$ cat src/shared/rtv_consts.svh
// Constants for the radio time validity and display block
`ifndef RTV_CONSTS_SVH
`define RTV_CONSTS_SVH

// ****************************************
// Clock and time figures
// ****************************************
`define RTV_CLOCK_HZ        100000000
`define RTV_LOCK_HOLD_SEC   16
`define RTV_COLON_LOSS_MIN  92
`define RTV_DISP_LOSS_HOUR  22
`define RTV_SEC_PER_MIN     60
`define RTV_MIN_PER_HOUR    60
`define RTV_HOUR_PER_DAY    24
`define RTV_FRAME_DATA_SEC  35
`define RTV_DAYS_PER_YEAR   365
`define RTV_MAX_OFFSET      11

// ****************************************
// Derived counts in seconds
// ****************************************
`define RTV_COLON_LOSS_SEC  (`RTV_COLON_LOSS_MIN * `RTV_SEC_PER_MIN)
`define RTV_DISP_LOSS_SEC   (`RTV_DISP_LOSS_HOUR * `RTV_MIN_PER_HOUR * `RTV_SEC_PER_MIN)

`endif

$ cat src/shared/rtv_pkg.sv
// Types and time arithmetic shared by the time validity block
package rtv_pkg;
    `include "rtv_consts.svh"

    // ****************************************
    // Time of year carriers
    // ****************************************
    typedef struct packed {
        logic [8:0] day;     // Day of year, 1 based
        logic [4:0] hour;    // 0 to 23
        logic [5:0] minute;  // 0 to 59
    } rtv_frame_s;

    typedef struct packed {
        rtv_frame_s hm;      // Day, hour and minute
        logic [5:0] second;  // 0 to 59
    } rtv_time_s;

    // Display qualification states
    typedef enum logic [1:0] {
        RTV_BLANK     = 2'b00,
        RTV_ONE_FRAME = 2'b01,
        RTV_LIT       = 2'b10
    } rtv_state_e;

    // Advance a frame by one minute, wrapping hour, day and year
    function automatic rtv_frame_s rtv_next_minute(input rtv_frame_s t);
        rtv_frame_s n;
        n = t;
        if (t.minute == 6'(`RTV_MIN_PER_HOUR - 1)) begin
            n.minute = 6'h00;
            if (t.hour == 5'(`RTV_HOUR_PER_DAY - 1)) begin
                n.hour = 5'h00;
                n.day  = (t.day == 9'(`RTV_DAYS_PER_YEAR)) ? 9'h001 : t.day + 9'h001;
            end else begin
                n.hour = t.hour + 5'h01;
            end
        end else begin
            n.minute = t.minute + 6'h01;
        end
        return n;
    endfunction
endpackage

$ cat src/verilog/rtv_top.sv
// Lock indication, display qualification and accuracy flashing for a radio clock
`timescale 1ns/1ps
`include "rtv_consts.svh"
module rtv_top
    import rtv_pkg::*;
#(
    parameter int CLK_HZ        = `RTV_CLOCK_HZ,       // Cycles in one second
    parameter int LOCK_HOLD_SEC = `RTV_LOCK_HOLD_SEC,  // Lamp hold after lock loss
    parameter int COLON_SEC     = `RTV_COLON_LOSS_SEC, // Unlock seconds to flash colons
    parameter int DISPLAY_SEC   = `RTV_DISP_LOSS_SEC   // Unlock seconds to flash display
) (
    // Clock and reset
    input  wire logic                 clock,
    input  wire logic                 reset,
    // Receiver status and decoded frames
    input  wire logic                 carrier_locked,
    input  wire logic                 frame_strobe,
    input  wire rtv_pkg::rtv_frame_s  frame_time,
    // Rear selector
    input  wire logic [3:0]           offset_hours,
    // Front panel
    output logic                      carrier_lock_indicator,
    output logic                      display_on,
    output logic                      colons_on,
    // Corrected time for display and electrical outputs
    output rtv_pkg::rtv_time_s        shown_time,
    output logic                      time_valid,
    output logic                      colon_flash,
    output logic                      display_flash,
    output logic                      second_pulse
);
    import rtv_pkg::*;

    localparam int PW = $clog2(CLK_HZ);        // Prescaler width
    localparam int AW = $clog2(DISPLAY_SEC + 1); // Unlock accumulator width

    // ****************************************
    // Declarations
    // ****************************************
    logic [PW-1:0] prescale;        // Cycles within the current second
    logic          sec_tick;        // One cycle at each second boundary
    logic          blink_phase;     // High in the first half of each second
    logic [4:0]    lock_gap;        // Seconds of continuous lock loss, saturating
    logic [AW-1:0] unlock_total;    // Cumulative unlocked seconds since sync
    rtv_state_e    state;           // Display qualification state
    rtv_frame_s    last_frame;      // Previous decoded frame
    rtv_time_s     utc_time;        // Running universal time
    logic          frame_take;      // Frame arrives while locked
    logic          frame_agrees;    // Frame follows the previous one by a minute
    logic          sync_event;      // Lock plus a successfully read code

    // ****************************************
    // One second time base
    // ****************************************
    // The local oscillator keeps time even when lock is lost
    always_ff @(posedge clock or posedge reset) begin
        if (reset) begin
            prescale <= '0;
        end else if (prescale == PW'(CLK_HZ - 1)) begin
            prescale <= '0;
        end else begin
            prescale <= prescale + PW'(1);
        end
    end

    assign sec_tick    = (prescale == PW'(CLK_HZ - 1));
    assign blink_phase = (prescale < PW'(CLK_HZ / 2));

    // Second pulse for outside logic, registered
    always_ff @(posedge clock or posedge reset) begin
        if (reset) begin
            second_pulse <= 1'b0;
        end else begin
            second_pulse <= sec_tick;
        end
    end

    // ****************************************
    // Lock indicator
    // ****************************************
    // Count whole seconds of continuous loss; saturate to avoid wrapping back on
    always_ff @(posedge clock or posedge reset) begin
        if (reset) begin
            lock_gap <= 5'h1f;
        end else if (carrier_locked) begin
            lock_gap <= 5'h00;
        end else if (sec_tick && lock_gap != 5'h1f) begin
            lock_gap <= lock_gap + 5'h01;
        end
    end

    // Lamp lit on lock, held through short dropouts
    always_ff @(posedge clock or posedge reset) begin
        if (reset) begin
            carrier_lock_indicator <= 1'b0;
        end else if (carrier_locked) begin
            carrier_lock_indicator <= 1'b1;
        end else if (lock_gap > 5'(LOCK_HOLD_SEC)) begin
            carrier_lock_indicator <= 1'b0;
        end
    end

    // ****************************************
    // Frame qualification
    // ****************************************
    // Frames decoded without lock are not trusted
    assign frame_take   = frame_strobe && carrier_locked;
    assign frame_agrees = (frame_time == rtv_next_minute(last_frame));
    assign sync_event   = frame_take && (state != RTV_BLANK) && frame_agrees;

    // Keep the previous frame for the consecutive-agreement check
    always_ff @(posedge clock or posedge reset) begin
        if (reset) begin
            last_frame <= '0;
        end else if (frame_take) begin
            last_frame <= frame_time;
        end
    end

    // Blank until two agreeing frames; once lit, stay lit
    always_ff @(posedge clock or posedge reset) begin
        if (reset) begin
            state <= RTV_BLANK;
        end else begin
            case (state)
                RTV_BLANK: begin
                    if (frame_take) begin
                        state <= RTV_ONE_FRAME;
                    end
                end
                RTV_ONE_FRAME: begin
                    if (sync_event) begin
                        state <= RTV_LIT;
                    end
                end
                RTV_LIT: begin
                    state <= RTV_LIT;
                end
                default: begin
                    state <= RTV_BLANK;
                end
            endcase
        end
    end

    // ****************************************
    // Running universal time
    // ****************************************
    // A synchronising frame loads its minute; the code content ends at second 35
    always_ff @(posedge clock or posedge reset) begin
        if (reset) begin
            utc_time <= '0;
        end else if (sync_event) begin
            utc_time.hm     <= frame_time;
            utc_time.second <= 6'(`RTV_FRAME_DATA_SEC);
        end else if (sec_tick) begin
            if (utc_time.second == 6'(`RTV_SEC_PER_MIN - 1)) begin
                utc_time.second <= 6'h00;
                utc_time.hm     <= rtv_next_minute(utc_time.hm);
            end else begin
                utc_time.second <= utc_time.second + 6'h01;
            end
        end
    end

    // ****************************************
    // Accumulated loss of lock
    // ****************************************
    // Sync wins over accumulation; the total saturates at the display limit
    always_ff @(posedge clock or posedge reset) begin
        if (reset) begin
            unlock_total <= '0;
        end else if (sync_event) begin
            unlock_total <= '0;
        end else if (sec_tick && !carrier_locked && unlock_total != AW'(DISPLAY_SEC)) begin
            unlock_total <= unlock_total + AW'(1);
        end
    end

    // Accuracy flags derived from the accumulator
    always_ff @(posedge clock or posedge reset) begin
        if (reset) begin
            colon_flash   <= 1'b0;
            display_flash <= 1'b0;
        end else begin
            colon_flash   <= (unlock_total >= AW'(COLON_SEC));
            display_flash <= (unlock_total >= AW'(DISPLAY_SEC));
        end
    end

    // ****************************************
    // Front panel drive
    // ****************************************
    // Whole-display flash overrides colon flash
    always_ff @(posedge clock or posedge reset) begin
        if (reset) begin
            display_on <= 1'b0;
            colons_on  <= 1'b0;
            time_valid <= 1'b0;
        end else if (state != RTV_LIT) begin
            display_on <= 1'b0;
            colons_on  <= 1'b0;
            time_valid <= 1'b0;
        end else begin
            time_valid <= 1'b1;
            display_on <= !display_flash || blink_phase;
            colons_on  <= !(display_flash || colon_flash) || blink_phase;
        end
    end

    // ****************************************
    // Hour correction
    // ****************************************
    rtv_hour_offset u_offset (
        .clock        (clock),
        .reset        (reset),
        .utc_time     (utc_time),
        .offset_hours (offset_hours),
        .local_time   (shown_time)
    );
endmodule

$ cat src/verilog/rtv_hour_offset.sv
// Hour correction subtractor feeding display and electrical time outputs
`timescale 1ns/1ps
`include "rtv_consts.svh"
module rtv_hour_offset
    import rtv_pkg::*;
(
    // Clock and reset
    input  wire logic            clock,
    input  wire logic            reset,
    // Universal time in
    input  wire rtv_pkg::rtv_time_s utc_time,
    input  wire logic [3:0]      offset_hours,
    // Corrected time out
    output rtv_pkg::rtv_time_s   local_time
);
    import rtv_pkg::*;

    logic [3:0] offset_eff;  // Selector value clamped to the legal range
    logic [5:0] hour_diff;   // Hour less offset, borrow in bit 5
    rtv_time_s  next_local;  // Corrected time before the register

    // Out of range selector positions saturate at the largest offset
    assign offset_eff = (offset_hours > 4'(`RTV_MAX_OFFSET)) ? 4'(`RTV_MAX_OFFSET) : offset_hours;

    // ****************************************
    // Subtraction with midnight wrap
    // ****************************************
    always_comb begin
        next_local = utc_time;
        hour_diff  = {1'b0, utc_time.hm.hour} - {2'b00, offset_eff};
        if (hour_diff[5]) begin
            // Borrow: wrap the hour and step back one day
            next_local.hm.hour = 5'(hour_diff + 6'(`RTV_HOUR_PER_DAY));
            next_local.hm.day  = (utc_time.hm.day <= 9'h001) ? 9'(`RTV_DAYS_PER_YEAR)
                                                            : utc_time.hm.day - 9'h001;
        end else begin
            next_local.hm.hour = hour_diff[4:0];
        end
    end

    // One register serves every consumer, so all outputs agree
    always_ff @(posedge clock or posedge reset) begin
        if (reset) begin
            local_time <= '0;
        end else begin
            local_time <= next_local;
        end
    end
endmodule

$ cat config.mk
export PLATFORM = sky130hd
export DESIGN_NAME = rtv_top
export DESIGN_NICKNAME = d
export VERILOG_FILES = /design/src/shared/rtv_pkg.sv /design/src/verilog/rtv_top.sv /design/src/verilog/rtv_hour_offset.sv
export VERILOG_INCLUDE_DIRS = /design/src /design/src/shared
export SDC_FILE = /design/constraint.sdc
export NUM_CORES = 1
export LEC_CHECK = 0
export BUFFER_PORTS_ARGS = -buffer_cell sky130_fd_sc_hd__buf_2
export CAP_MARGIN = 20
export CORE_ASPECT_RATIO = 0.75
export CORE_MARGIN = 2
export CORE_UTILIZATION = 56
export CTS_BUF_LIST = sky130_fd_sc_hd__clkbuf_4 sky130_fd_sc_hd__clkbuf_8
export CTS_CLUSTER_SIZE = 14
export DETAILED_ROUTE_END_ITERATION = 12
export GPL_ROUTABILITY_DRIVEN = 0
export PLACE_DENSITY = 0.83
export SETUP_SLACK_MARGIN = 0.3
export SLEW_MARGIN = 15
export SYNTH_ARGS = -nofsm -noshare
export SYNTH_HDL_FRONTEND = slang
export SYNTH_SLANG_ARGS = --single-unit
$ cat constraint.sdc
create_clock -name clock -period 3.6 [get_ports clock]
set_input_delay 0 -clock clock [delete_from_list [all_inputs] [get_ports clock]]
set_output_delay 0 -clock clock [all_outputs]
set_load 0.005 [all_outputs]
Yosys cells after proc, flatten, opt, wreduce, memory -nomap -nowiden
Index checks and enable logic that the tools add are counted. W data, S select, Z words.

Register bits after elaboration: 130. Output and inout bits: 33. Logic and storage cells: 113.

Add/sub/neg operators: 13. Order comparisons: 6. Eq/ne operators: 16. Multiplexer cells: 31. Reductions and logical operators: 25.

Operators with widths (number): $mux W9 (6); $mux W26 (2); $mux W17 (2); $mux W14 (2); $add A27 B1 Y27 const B (1); $eq A27 B27 Y1 const B (1); $lt A27 B26 Y1 const B (1); $mux W27 (1); $mux W5 (5); $eq A20 B20 Y1 (1); $mux W20 (1); $add A6 B1 Y6 const B (3); $add A9 B1 Y9 const B (2); $eq A6 B6 Y1 const B (3); $eq A9 B9 Y1 const B (2); $mux W6 (3); $add A17 B1 Y17 const B (1); $ge A17 B13 Y1 const B (1); $ge A17 B17 Y1 const B (1); $ne A17 B17 Y1 const B (1); $reduce_bool A2 Y1 (8); $add A5 B1 Y5 const B (3); $eq A5 B5 Y1 const B (2); $le A9 B1 Y1 const B (1); 20 further kinds (37).

Longest topological paths before layout
Gate-level depths: netlist (run 1).

Depth in word-level cells: 8. Gate-level depth with buffers: 12. Mapped depth without buffers: 9.

Cells and area by module
From an unflattened synthesis (run 1), not the netlist that was laid out.

Cell total of the unflattened synthesis: 759. Area total of the unflattened synthesis: 7479.7 um2.

By module, submodules not included: rtv_top (times used 1, cells an instance 658, area each 6272.3 um2, seq. area each 2608.8 um2); rtv_hour_offset (times used 1, cells an instance 101, area each 1207.4 um2, seq. area each 650.6 um2).

Worst setup path after synthesis (run 1)
OpenSTA, ideal clock, no wires.

Path kind: register -> register. Start point: register last_frame[6] (netlist bit). End point: register utc_time[11] (netlist name). Arrival time: 3280 ps. Data required time: 3475 ps. Slack: 195 ps. Cell stages (with the launch flop): 11. Buffers on the path: 2. Clock period less this slack: 3405 ps. Cells stage by stage: dfrtp_1 -> ha_1 -> and4b_1 -> nand3_1 -> or3_1 -> a311o_1 -> or4_4 -> or4_1 -> buf_6 -> buf_12 -> mux2_4.

Cells in the longest elaborated chain, start to end: 7. Elaborated cells on any way between the ends: 11. Those cells by class: add/sub: 1; eq/ne: 2; mux: 4; reduce/logical: 4.

Ends and longest elaborated chain: start: declaration (line rtv_top.sv:46) `rtv_frame_s last_frame;`; start signal: assignment (line rtv_top.sv:116) `last_frame <= frame_time;`; $add A5 B1 Y5 or $eq A5 B5 Y1 (tied branches) (line rtv_pkg.sv:36, rtv_pkg.sv:32); $mux W5 or $mux W9 (tied branches) (line rtv_pkg.sv:32) `` if (t.hour == 5'(`RTV_HOUR_PER_DAY - 1)) begin ``; $mux W14 * (line rtv_pkg.sv:30) `` if (t.minute == 6'(`RTV_MIN_PER_HOUR - 1)) begin ``; $eq A20 B20 Y1 * (line rtv_top.sv:108) `assign frame_agrees = (frame_time == rtv_next_minute(last_frame));`; $logic_and A1 B1 Y1 * (line rtv_top.sv:109) `assign sync_event = frame_take && (state != RTV_BLANK) && frame_agrees;`; $reduce_bool A2 Y1 (no source line); $reduce_and A2 Y1 (no source line).

Mark *: on every way between the ends. The rest lies on a longest branch, timed or not. A chain may end at the register's enable or synchronous reset.

Worst setup path after layout (run 1)
Start point: register last_frame[13] (netlist bit). End point: register utc_time[19] (netlist name).

Cells in the longest elaborated chain, start to end: 8. Elaborated cells on any way between the ends: 13. Those cells by class: add/sub: 1; eq/ne: 2; mux: 4; reduce/logical: 6.

Ends and longest elaborated chain: $add A9 B1 Y9 or $eq A9 B9 Y1 (tied branches) (line rtv_pkg.sv:34) `` n.day = (t.day == 9'(`RTV_DAYS_PER_YEAR)) ? 9'h001 : t.day + 9'h001; ``; $mux W9 (line rtv_pkg.sv:34); $mux W9 (line rtv_pkg.sv:32); $mux W14 * (line rtv_pkg.sv:30); $eq A20 B20 Y1 * (line rtv_top.sv:108); $logic_and A1 B1 Y1 * (line rtv_top.sv:109); $reduce_bool A2 Y1 (no source line); $reduce_and A4 Y1 (no source line).

Marks and branches as above.

==> results of run 1 <==
[worst max-delay path: stages (launching register included)]
cell and delay (ns):
dfrtp_1 0.55, and4_2 0.37, and2_4 0.20, o21ai_2 0.07, a2111o_1 0.43, or4_4 0.56
or4_4 0.68, mux2_4 0.34
[worst paths after layout]
check                                startpoint                       to  cells after the start
worst min register to register      utc_time[7]   u_offset.local_time[7]                      0
worst min-delay path            offset_hours[3]  u_offset.local_time[14]                      5
worst max-delay path             last_frame[13]             utc_time[19]                      7
min in group asynchronous                 reset               time_valid                      3
max in group asynchronous                 reset  u_offset.local_time[18]                      4
worst max register to register   last_frame[13]             utc_time[19]                      7
[power by group through the flow]
| stage | Clock, W | Sequential [W] | Combinational, W |
|---|---|---|---|
| 2_1_floorplan | 0 | 0.00156 | 0.000237 |
| 3_3_place_gp | 0 | 0.00159 | 0.000313 |
| 3_5_place_dp | 0 | 0.00159 | 0.000317 |
| 4_1_cts | 0.00127 | 0.00156 | 0.000372 |
| 5_1_grt | 0.00134 | 0.00157 | 0.000451 |
| 6_report | 0.00127 | 0.00156 | 0.000423 |
[layer usage]
| metal | track usage [%] | share of wire (%) | vias up |
|---|---|---|---|
| li1 | - | - | 3031 |
| met1 | 38.7 | 43 | 3116 |
| met2 | 38.1 | 44 | 377 |
| met3 | 5.80 | 9.6 | 99 |
| met4 | 11.4 | 3.7 | 0 |
| met5 | 0 | 0 | - |
[synthesized netlist by cell type, drive strengths merged (5+ instances only)]
master and n:
o31ai 6, xor2 21, dfstp 5, a21oi 29
mux2i 9, and2 9, nand4 18, xnor2 37
ha 23, buf 14, nand3 47, mux2 35
and3 18, o21ai 41, nor3 26, inv 30
nand2b 10, nor4 11, a31oi 6, nand2 62
dfrtp 125, nor2 80, or3 5, clkbuf 15
nor2b 11
[logic make-up (layout without fill, tap and decap cells)]
family | count (synthesis) | in the layout
AND/OR/NAND/NOR | 330 | 333
buffers and inverters | 59 | 186
XOR/XNOR | 58 | 58
flip-flops | 130 | 130
AO/OA/AOI/OAI | 133 | 133
adder cells (fa/ha/maj) | 24 | 24
multiplexers | 44 | 44
[through the flow]
stage | area [um^2] | hold slack (ns) | util (%) | power (W)
5_1_grt | 8970 | 0.0752 | 68.9 | 0.00336
6_report | 8970 | 0.0488 | 68.9 | 0.00325
2_1_floorplan | 7510 | 0.117 | - | 0.00180
3_3_place_gp | 8000 | 0.271 | 61.4 | 0.00190
4_1_cts | 8790 | 0.0258 | 67.5 | 0.00320
3_5_place_dp | 8000 | 0.269 | 61.4 | 0.00191
[flip-flops by register name, summed over array words and instances, names as in the netlist, 2 cells and up]
register and flops:
last_frame 20, state 2, unlock_total 17, prescale 27
utc_time 26, u_offset.local_time 26, lock_gap 5
[final cells by class]
| type | count | share of cell area [%] |
|---|---|---|
| inverters | 30 | 1.30 |
| repair buffers | 124 | 9.80 |
| flip-flops and latches | 130 | 36.4 |
| clock buffers | 23 | 3.32 |
| multi-input cells | 592 | 45.6 |
| clock inverters | 9 | 1.17 |
| well taps | 171 | 2.38 |
[timing repair]
action                     CTS  global route
cloned                       3             0
pin swaps                    4             9
resized for setup           11            21
hold buffers                25             0
setup endpoints to repair   20            39
hold endpoints to repair    88             0
buffers inserted            12            10
==> out/metrics.yaml, run 1 <==
multi_input_area_mm2: 0.00409
numCtsBuffers: 17
yosys.area_share.adder_pct: 4.13
p_switching_w: 0.000867
core_area_mm2: 0.0130
synthCells: 778
fp.dieH_um: 104
p_int_w: 0.00238
hold_path_class: "in -> reg"
yosys.area.top_type: "dfrtp_1"
fin_crit_sh_pct: 92.0
synthArstFlopShare_pct: 100
muxShareOfSynthArea_pct: 7.24
dp_cells: 996
grtUsageTotal_pct: 26.6
slew_headroom_pct: 43.3
yosys.area_share.xor_xnor_pct: 6.81
avgSynthCellArea_um2: 9.59
final.min_clock_period_ns: 3.31
sw_frac_of_total_pct: 26.7
die-area_mm2: 0.0143
clkLatencyLatePin_ns: 0.48
syn2layout_area_growth_pct: 20.3
ir_worst_vdd_mv: 0.338
drive_gt1_share_pct: 23.8
dp_hpwl_mm: 12.1
p_per_area_mw_per_mm2: 362
setup_viol: 0
fp-row-count: 36
drc: 0
drt_pass1_iterations: 7
synth.cell_area_mm2: 0.00746
synth_top_family_by_area: "simple AND/OR/NAND/NOR gates"
power.leakage_nw: 3.98
drt_iter0_markers: 910
critPathLaunchType: "register"
grt_pass1_vias: 6066
seqPwrFrac_pct: 48.1
tritoncts: "done"
num_antenna_cells: 0
rrSetupSlack_ns: 0.29
ys_seq_area_share_pct: 43.7
seq_area_mm2: 0.00327
critical_path_arrival_ns: 3.67
die_x_um: 137
clock-root-buffer: "clkbuf_8"
final_cells: 1079
start_util_pct: 57.3
max_freq_mhz: 302
critical_path_class: "reg -> reg"
clk_path_buf_depth: 2
cts.sinks: 130
vias: 6623
detail-route-antenna-nets: 0
final.setup.tns_ns: 0
tightest_slew_ns: 0.850
fill_cells: 931
grt_pass1_wl_mm: 29.6
p_clk_share_pct: 38.9
io_pins: 61
slew_violations: 0
grt_max_degree: 86
syn_nets: 830
cp_max_fo: 11
clk_pin_slew_ns: 0.08
synthSimpleGateAreaFrac_pct: 22.8
antenna_found_initial: 0
synth.area.top_cells: "dfrtp_1 (42%), xnor2_1 (4.3%), nor2_1 (4.0%)"
clock_skew_ns: 0.00998
yosysUniqueCellTypes: 70
ys_warn_count: 0
numPortBuffers: 60
synth_edf_count: 0
synth-seq-cells: 130
vias_per_cell: 6.14
globalRouteOverflowTotal: 0
pre_cts_ws_ns: 0.131
finalHoldViolCount: 0
status: "finished clean"
final_common_cell: "dfrtp_1"
nets: 947
synth_compound_area_share_pct: 11.6
cts_htree_levels: 4
maxCapViolations: 0
yosysTopAreaCellShare_pct: 41.9
setup_ws_ns: 0.286
crit_path_end_kind: "register"
cp.required_ns: 3.96
final_cell_mix: "dfrtp_1 (118), nor2_1 (80), nand2_1 (61)"
wl_mm: 19.3
synthFlopType: "dfrtp_1"
combPwrFrac_pct: 13.0
rsz0062_at_grt: "true"
wl_per_cell_um: 17.9
No activity file was read; power rests on OpenSTA's default activity.
==> run 2, diff against run 1 <==
- ABC_AREA: default -> 1
- CORE_UTILIZATION: 56 -> 57
- PLACE_DENSITY: 0.83 -> 0.84
==> out/metrics.yaml, run 2 <==
ir_worst_vdd_mv: 0.269
fp.dieH_um: 104
cp_max_fo: 24
yosysUniqueCellTypes: 43
synthCells: 1030
wl_per_cell_um: 14.0
maxCapViolations: 0
start_util_pct: 58.5
vias: 7075
numPortBuffers: 60
synth_edf_count: 0
ys_warn_count: 0
synth-seq-cells: 130
core_area_mm2: 0.0131
clock-root-buffer: "clkbuf_8"
clk_path_buf_depth: 2
grt_pass1_vias: 6250
fp-row-count: 36
clock_skew_ns: 0.0151
top_register: "prescale"
seqPwrFrac_pct: 47.3
cts.sinks: 130
final_cell_mix: "nand2_1 (279), inv_1 (139), dfrtp_1 (125)"
design_area_mm2: 0.00879
path_buf_inv: 2
wl_mm: 18.3
final.min_clock_period_ns: 2.98
nets: 1172
die-area_mm2: 0.0144
avgSynthCellArea_um2: 7.42
top_regs: "prescale (27), u_offset.local_time (26), utc_time (26)"
crit_path_end_kind: "register"
synthFlopType: "dfrtp_1"
p_int_w: 0.00240
seq_area_mm2: 0.00326
combPwrFrac_pct: 12.5
grtUsageTotal_pct: 26.5
synth.cell_area_mm2: 0.00765
critical_path_arrival_ns: 3.37
slew_headroom_pct: 53.4
grt_max_degree: 131
syn2layout_area_growth_pct: 14.9
antenna_found_initial: 0
grt_pass1_wl_mm: 30.0
drt_iter0_markers: 620
critPathLaunchType: "register"
max_freq_mhz: 336
syn_nets: 1082
drt_pass1_iterations: 6
hold_path_class: "in -> reg"
ys_seq_area_share_pct: 42.6
clkLatencyLatePin_ns: 0.46
synth.most_common_cell: "nand2_1"
synthTopCellsByCount: "nand2_1 (279), inv_1 (140), dfrtp_1 (125)"
power.leakage_nw: 4.43
largest_reg_flops: 27
yosys.area.top_type: "dfrtp_1"
clk_pin_slew_ns: 0.09
cp.required_ns: 3.99
p_switching_w: 0.000940
globalRouteOverflowTotal: 0
fill_cells: 1035
holdWs_ns: 0.0505
yosysTopAreaCellShare_pct: 40.9
status: "finished clean"
final_cells: 1304
dp_cells: 1248
cts_htree_levels: 4
slew_violations: 0
p_per_area_mw_per_mm2: 380
final.setup.tns_ns: 0
synth.area.top_cells: "dfrtp_1 (41%), nand2_1 (14%), inv_1 (6.9%)"
dp_hpwl_mm: 13.1
worstPathCellList: "ha_1, nand3_1, nor2_4, nand2_1, o21ai_1, nand3_1, inv_1, nor2_1, nand3_1, nor2_4, nand2_4, clkinv_2, a21oi_1, nand2_1, nand2_1"
io_pins: 61
synthArstFlopShare_pct: 100
detail-route-antenna-nets: 0
die_x_um: 138
drive_gt1_share_pct: 10.9
finalHoldViolCount: 0
critical_path_class: "reg -> reg"
p_clk_share_pct: 40.2
crit_slowest_cell: "dfrtp_1"
place_area_mm2: 0.00811
multi_input_area_mm2: 0.00375
numCtsBuffers: 17
tritoncts: "done"
num_antenna_cells: 0
fin_crit_sh_pct: 82.8
vias_per_cell: 5.43
sw_frac_of_total_pct: 28.1
setup_viol: 0
rsz0062_at_grt: "false"
tightest_slew_ns: 0.693
final_common_cell: "nand2_1"
max_stage_delay_ns: 0.42
drc: 0
path_delay_family: "simple AND/OR/NAND/NOR gates"
==> run 2: path summary, 6_finish.rpt <==
check                                     start  slack, ns                      end  depth (start not counted)
worst max-delay path              last_frame[0]       0.62              utc_time[3]                         15
worst min-delay path            offset_hours[2]       0.05  u_offset.local_time[14]                          4
worst max register to register    last_frame[0]       0.62              utc_time[3]                         15
worst min register to register      colon_flash       0.46                colons_on                          1
max in group asynchronous                 reset       2.82         unlock_total[12]                          4
min in group asynchronous                 reset       0.29   u_offset.local_time[9]                          4
==> run 2: tightest hold or removal path: stages <==
cell and delay, ns:
buf_2 0.11, nand2_1 0.07, ha_1 0.19, xor2_1 0.09
==> run 2: power groups by stage <==
stage          Combinational, W  Clock (W)  Sequential (W)
2_1_floorplan          0.000279          0         0.00159
3_3_place_gp           0.000383          0         0.00161
3_5_place_dp           0.000394          0         0.00161
4_1_cts                0.000414    0.00136         0.00158
5_1_grt                0.000482    0.00144         0.00159
6_report               0.000418    0.00134         0.00158
==> run 2: stage by stage <==
stage | total power, W | util, % | setup slack [ns]
2_1_floorplan | 0.00187 | - | 1.29
3_3_place_gp | 0.00199 | 62.1 | 0.716
3_5_place_dp | 0.00200 | 62.1 | 0.528
4_1_cts | 0.00336 | 67.2 | 0.503
5_1_grt | 0.00351 | 67.3 | 0.330
6_report | 0.00334 | 67.3 | 0.620
==> run 2: logic make-up (layout without fill, tap and decap cells) <==
| group | after synthesis | count (layout) | synth area share [%] |
|---|---|---|---|
| compound gates | 109 | 109 | 8.13 |
| xor+xnor | 39 | 39 | 4.47 |
| fa+ha+maj | 24 | 24 | 4.02 |
| buf+inv | 164 | 267 | 8.44 |
| flops | 130 | 130 | 42.6 |
| simple gates | 564 | 564 | 32.3 |
==> run 2: layout make-up <==
cell class	instances	share of cell area, %
tap	171	2.43
inverter	148	6.38
multi-input combinational	736	42.7
clock buffer	18	2.82
sequential	130	37.1
clock inverter	14	2.02
timing repair buffer	87	6.55
==> run 2: timing repair <==
action / in CTS / in global routing
buffers inserted: 0 / 0
hold buffers: 24 / 0
endpoints found under the hold margin: 165 / 0
gates resized for setup: 0 / 2
setup endpoints to repair: 0 / 15
==> run 2: layer usage <==
metal	up-vias	global-route usage [%]	routed length, um
li1	3519	-	-
met1	3228	41.7	8780
met2	296	36.8	7660
met3	32	5.07	1550
met4	0	7.29	277
met5	-	0	0
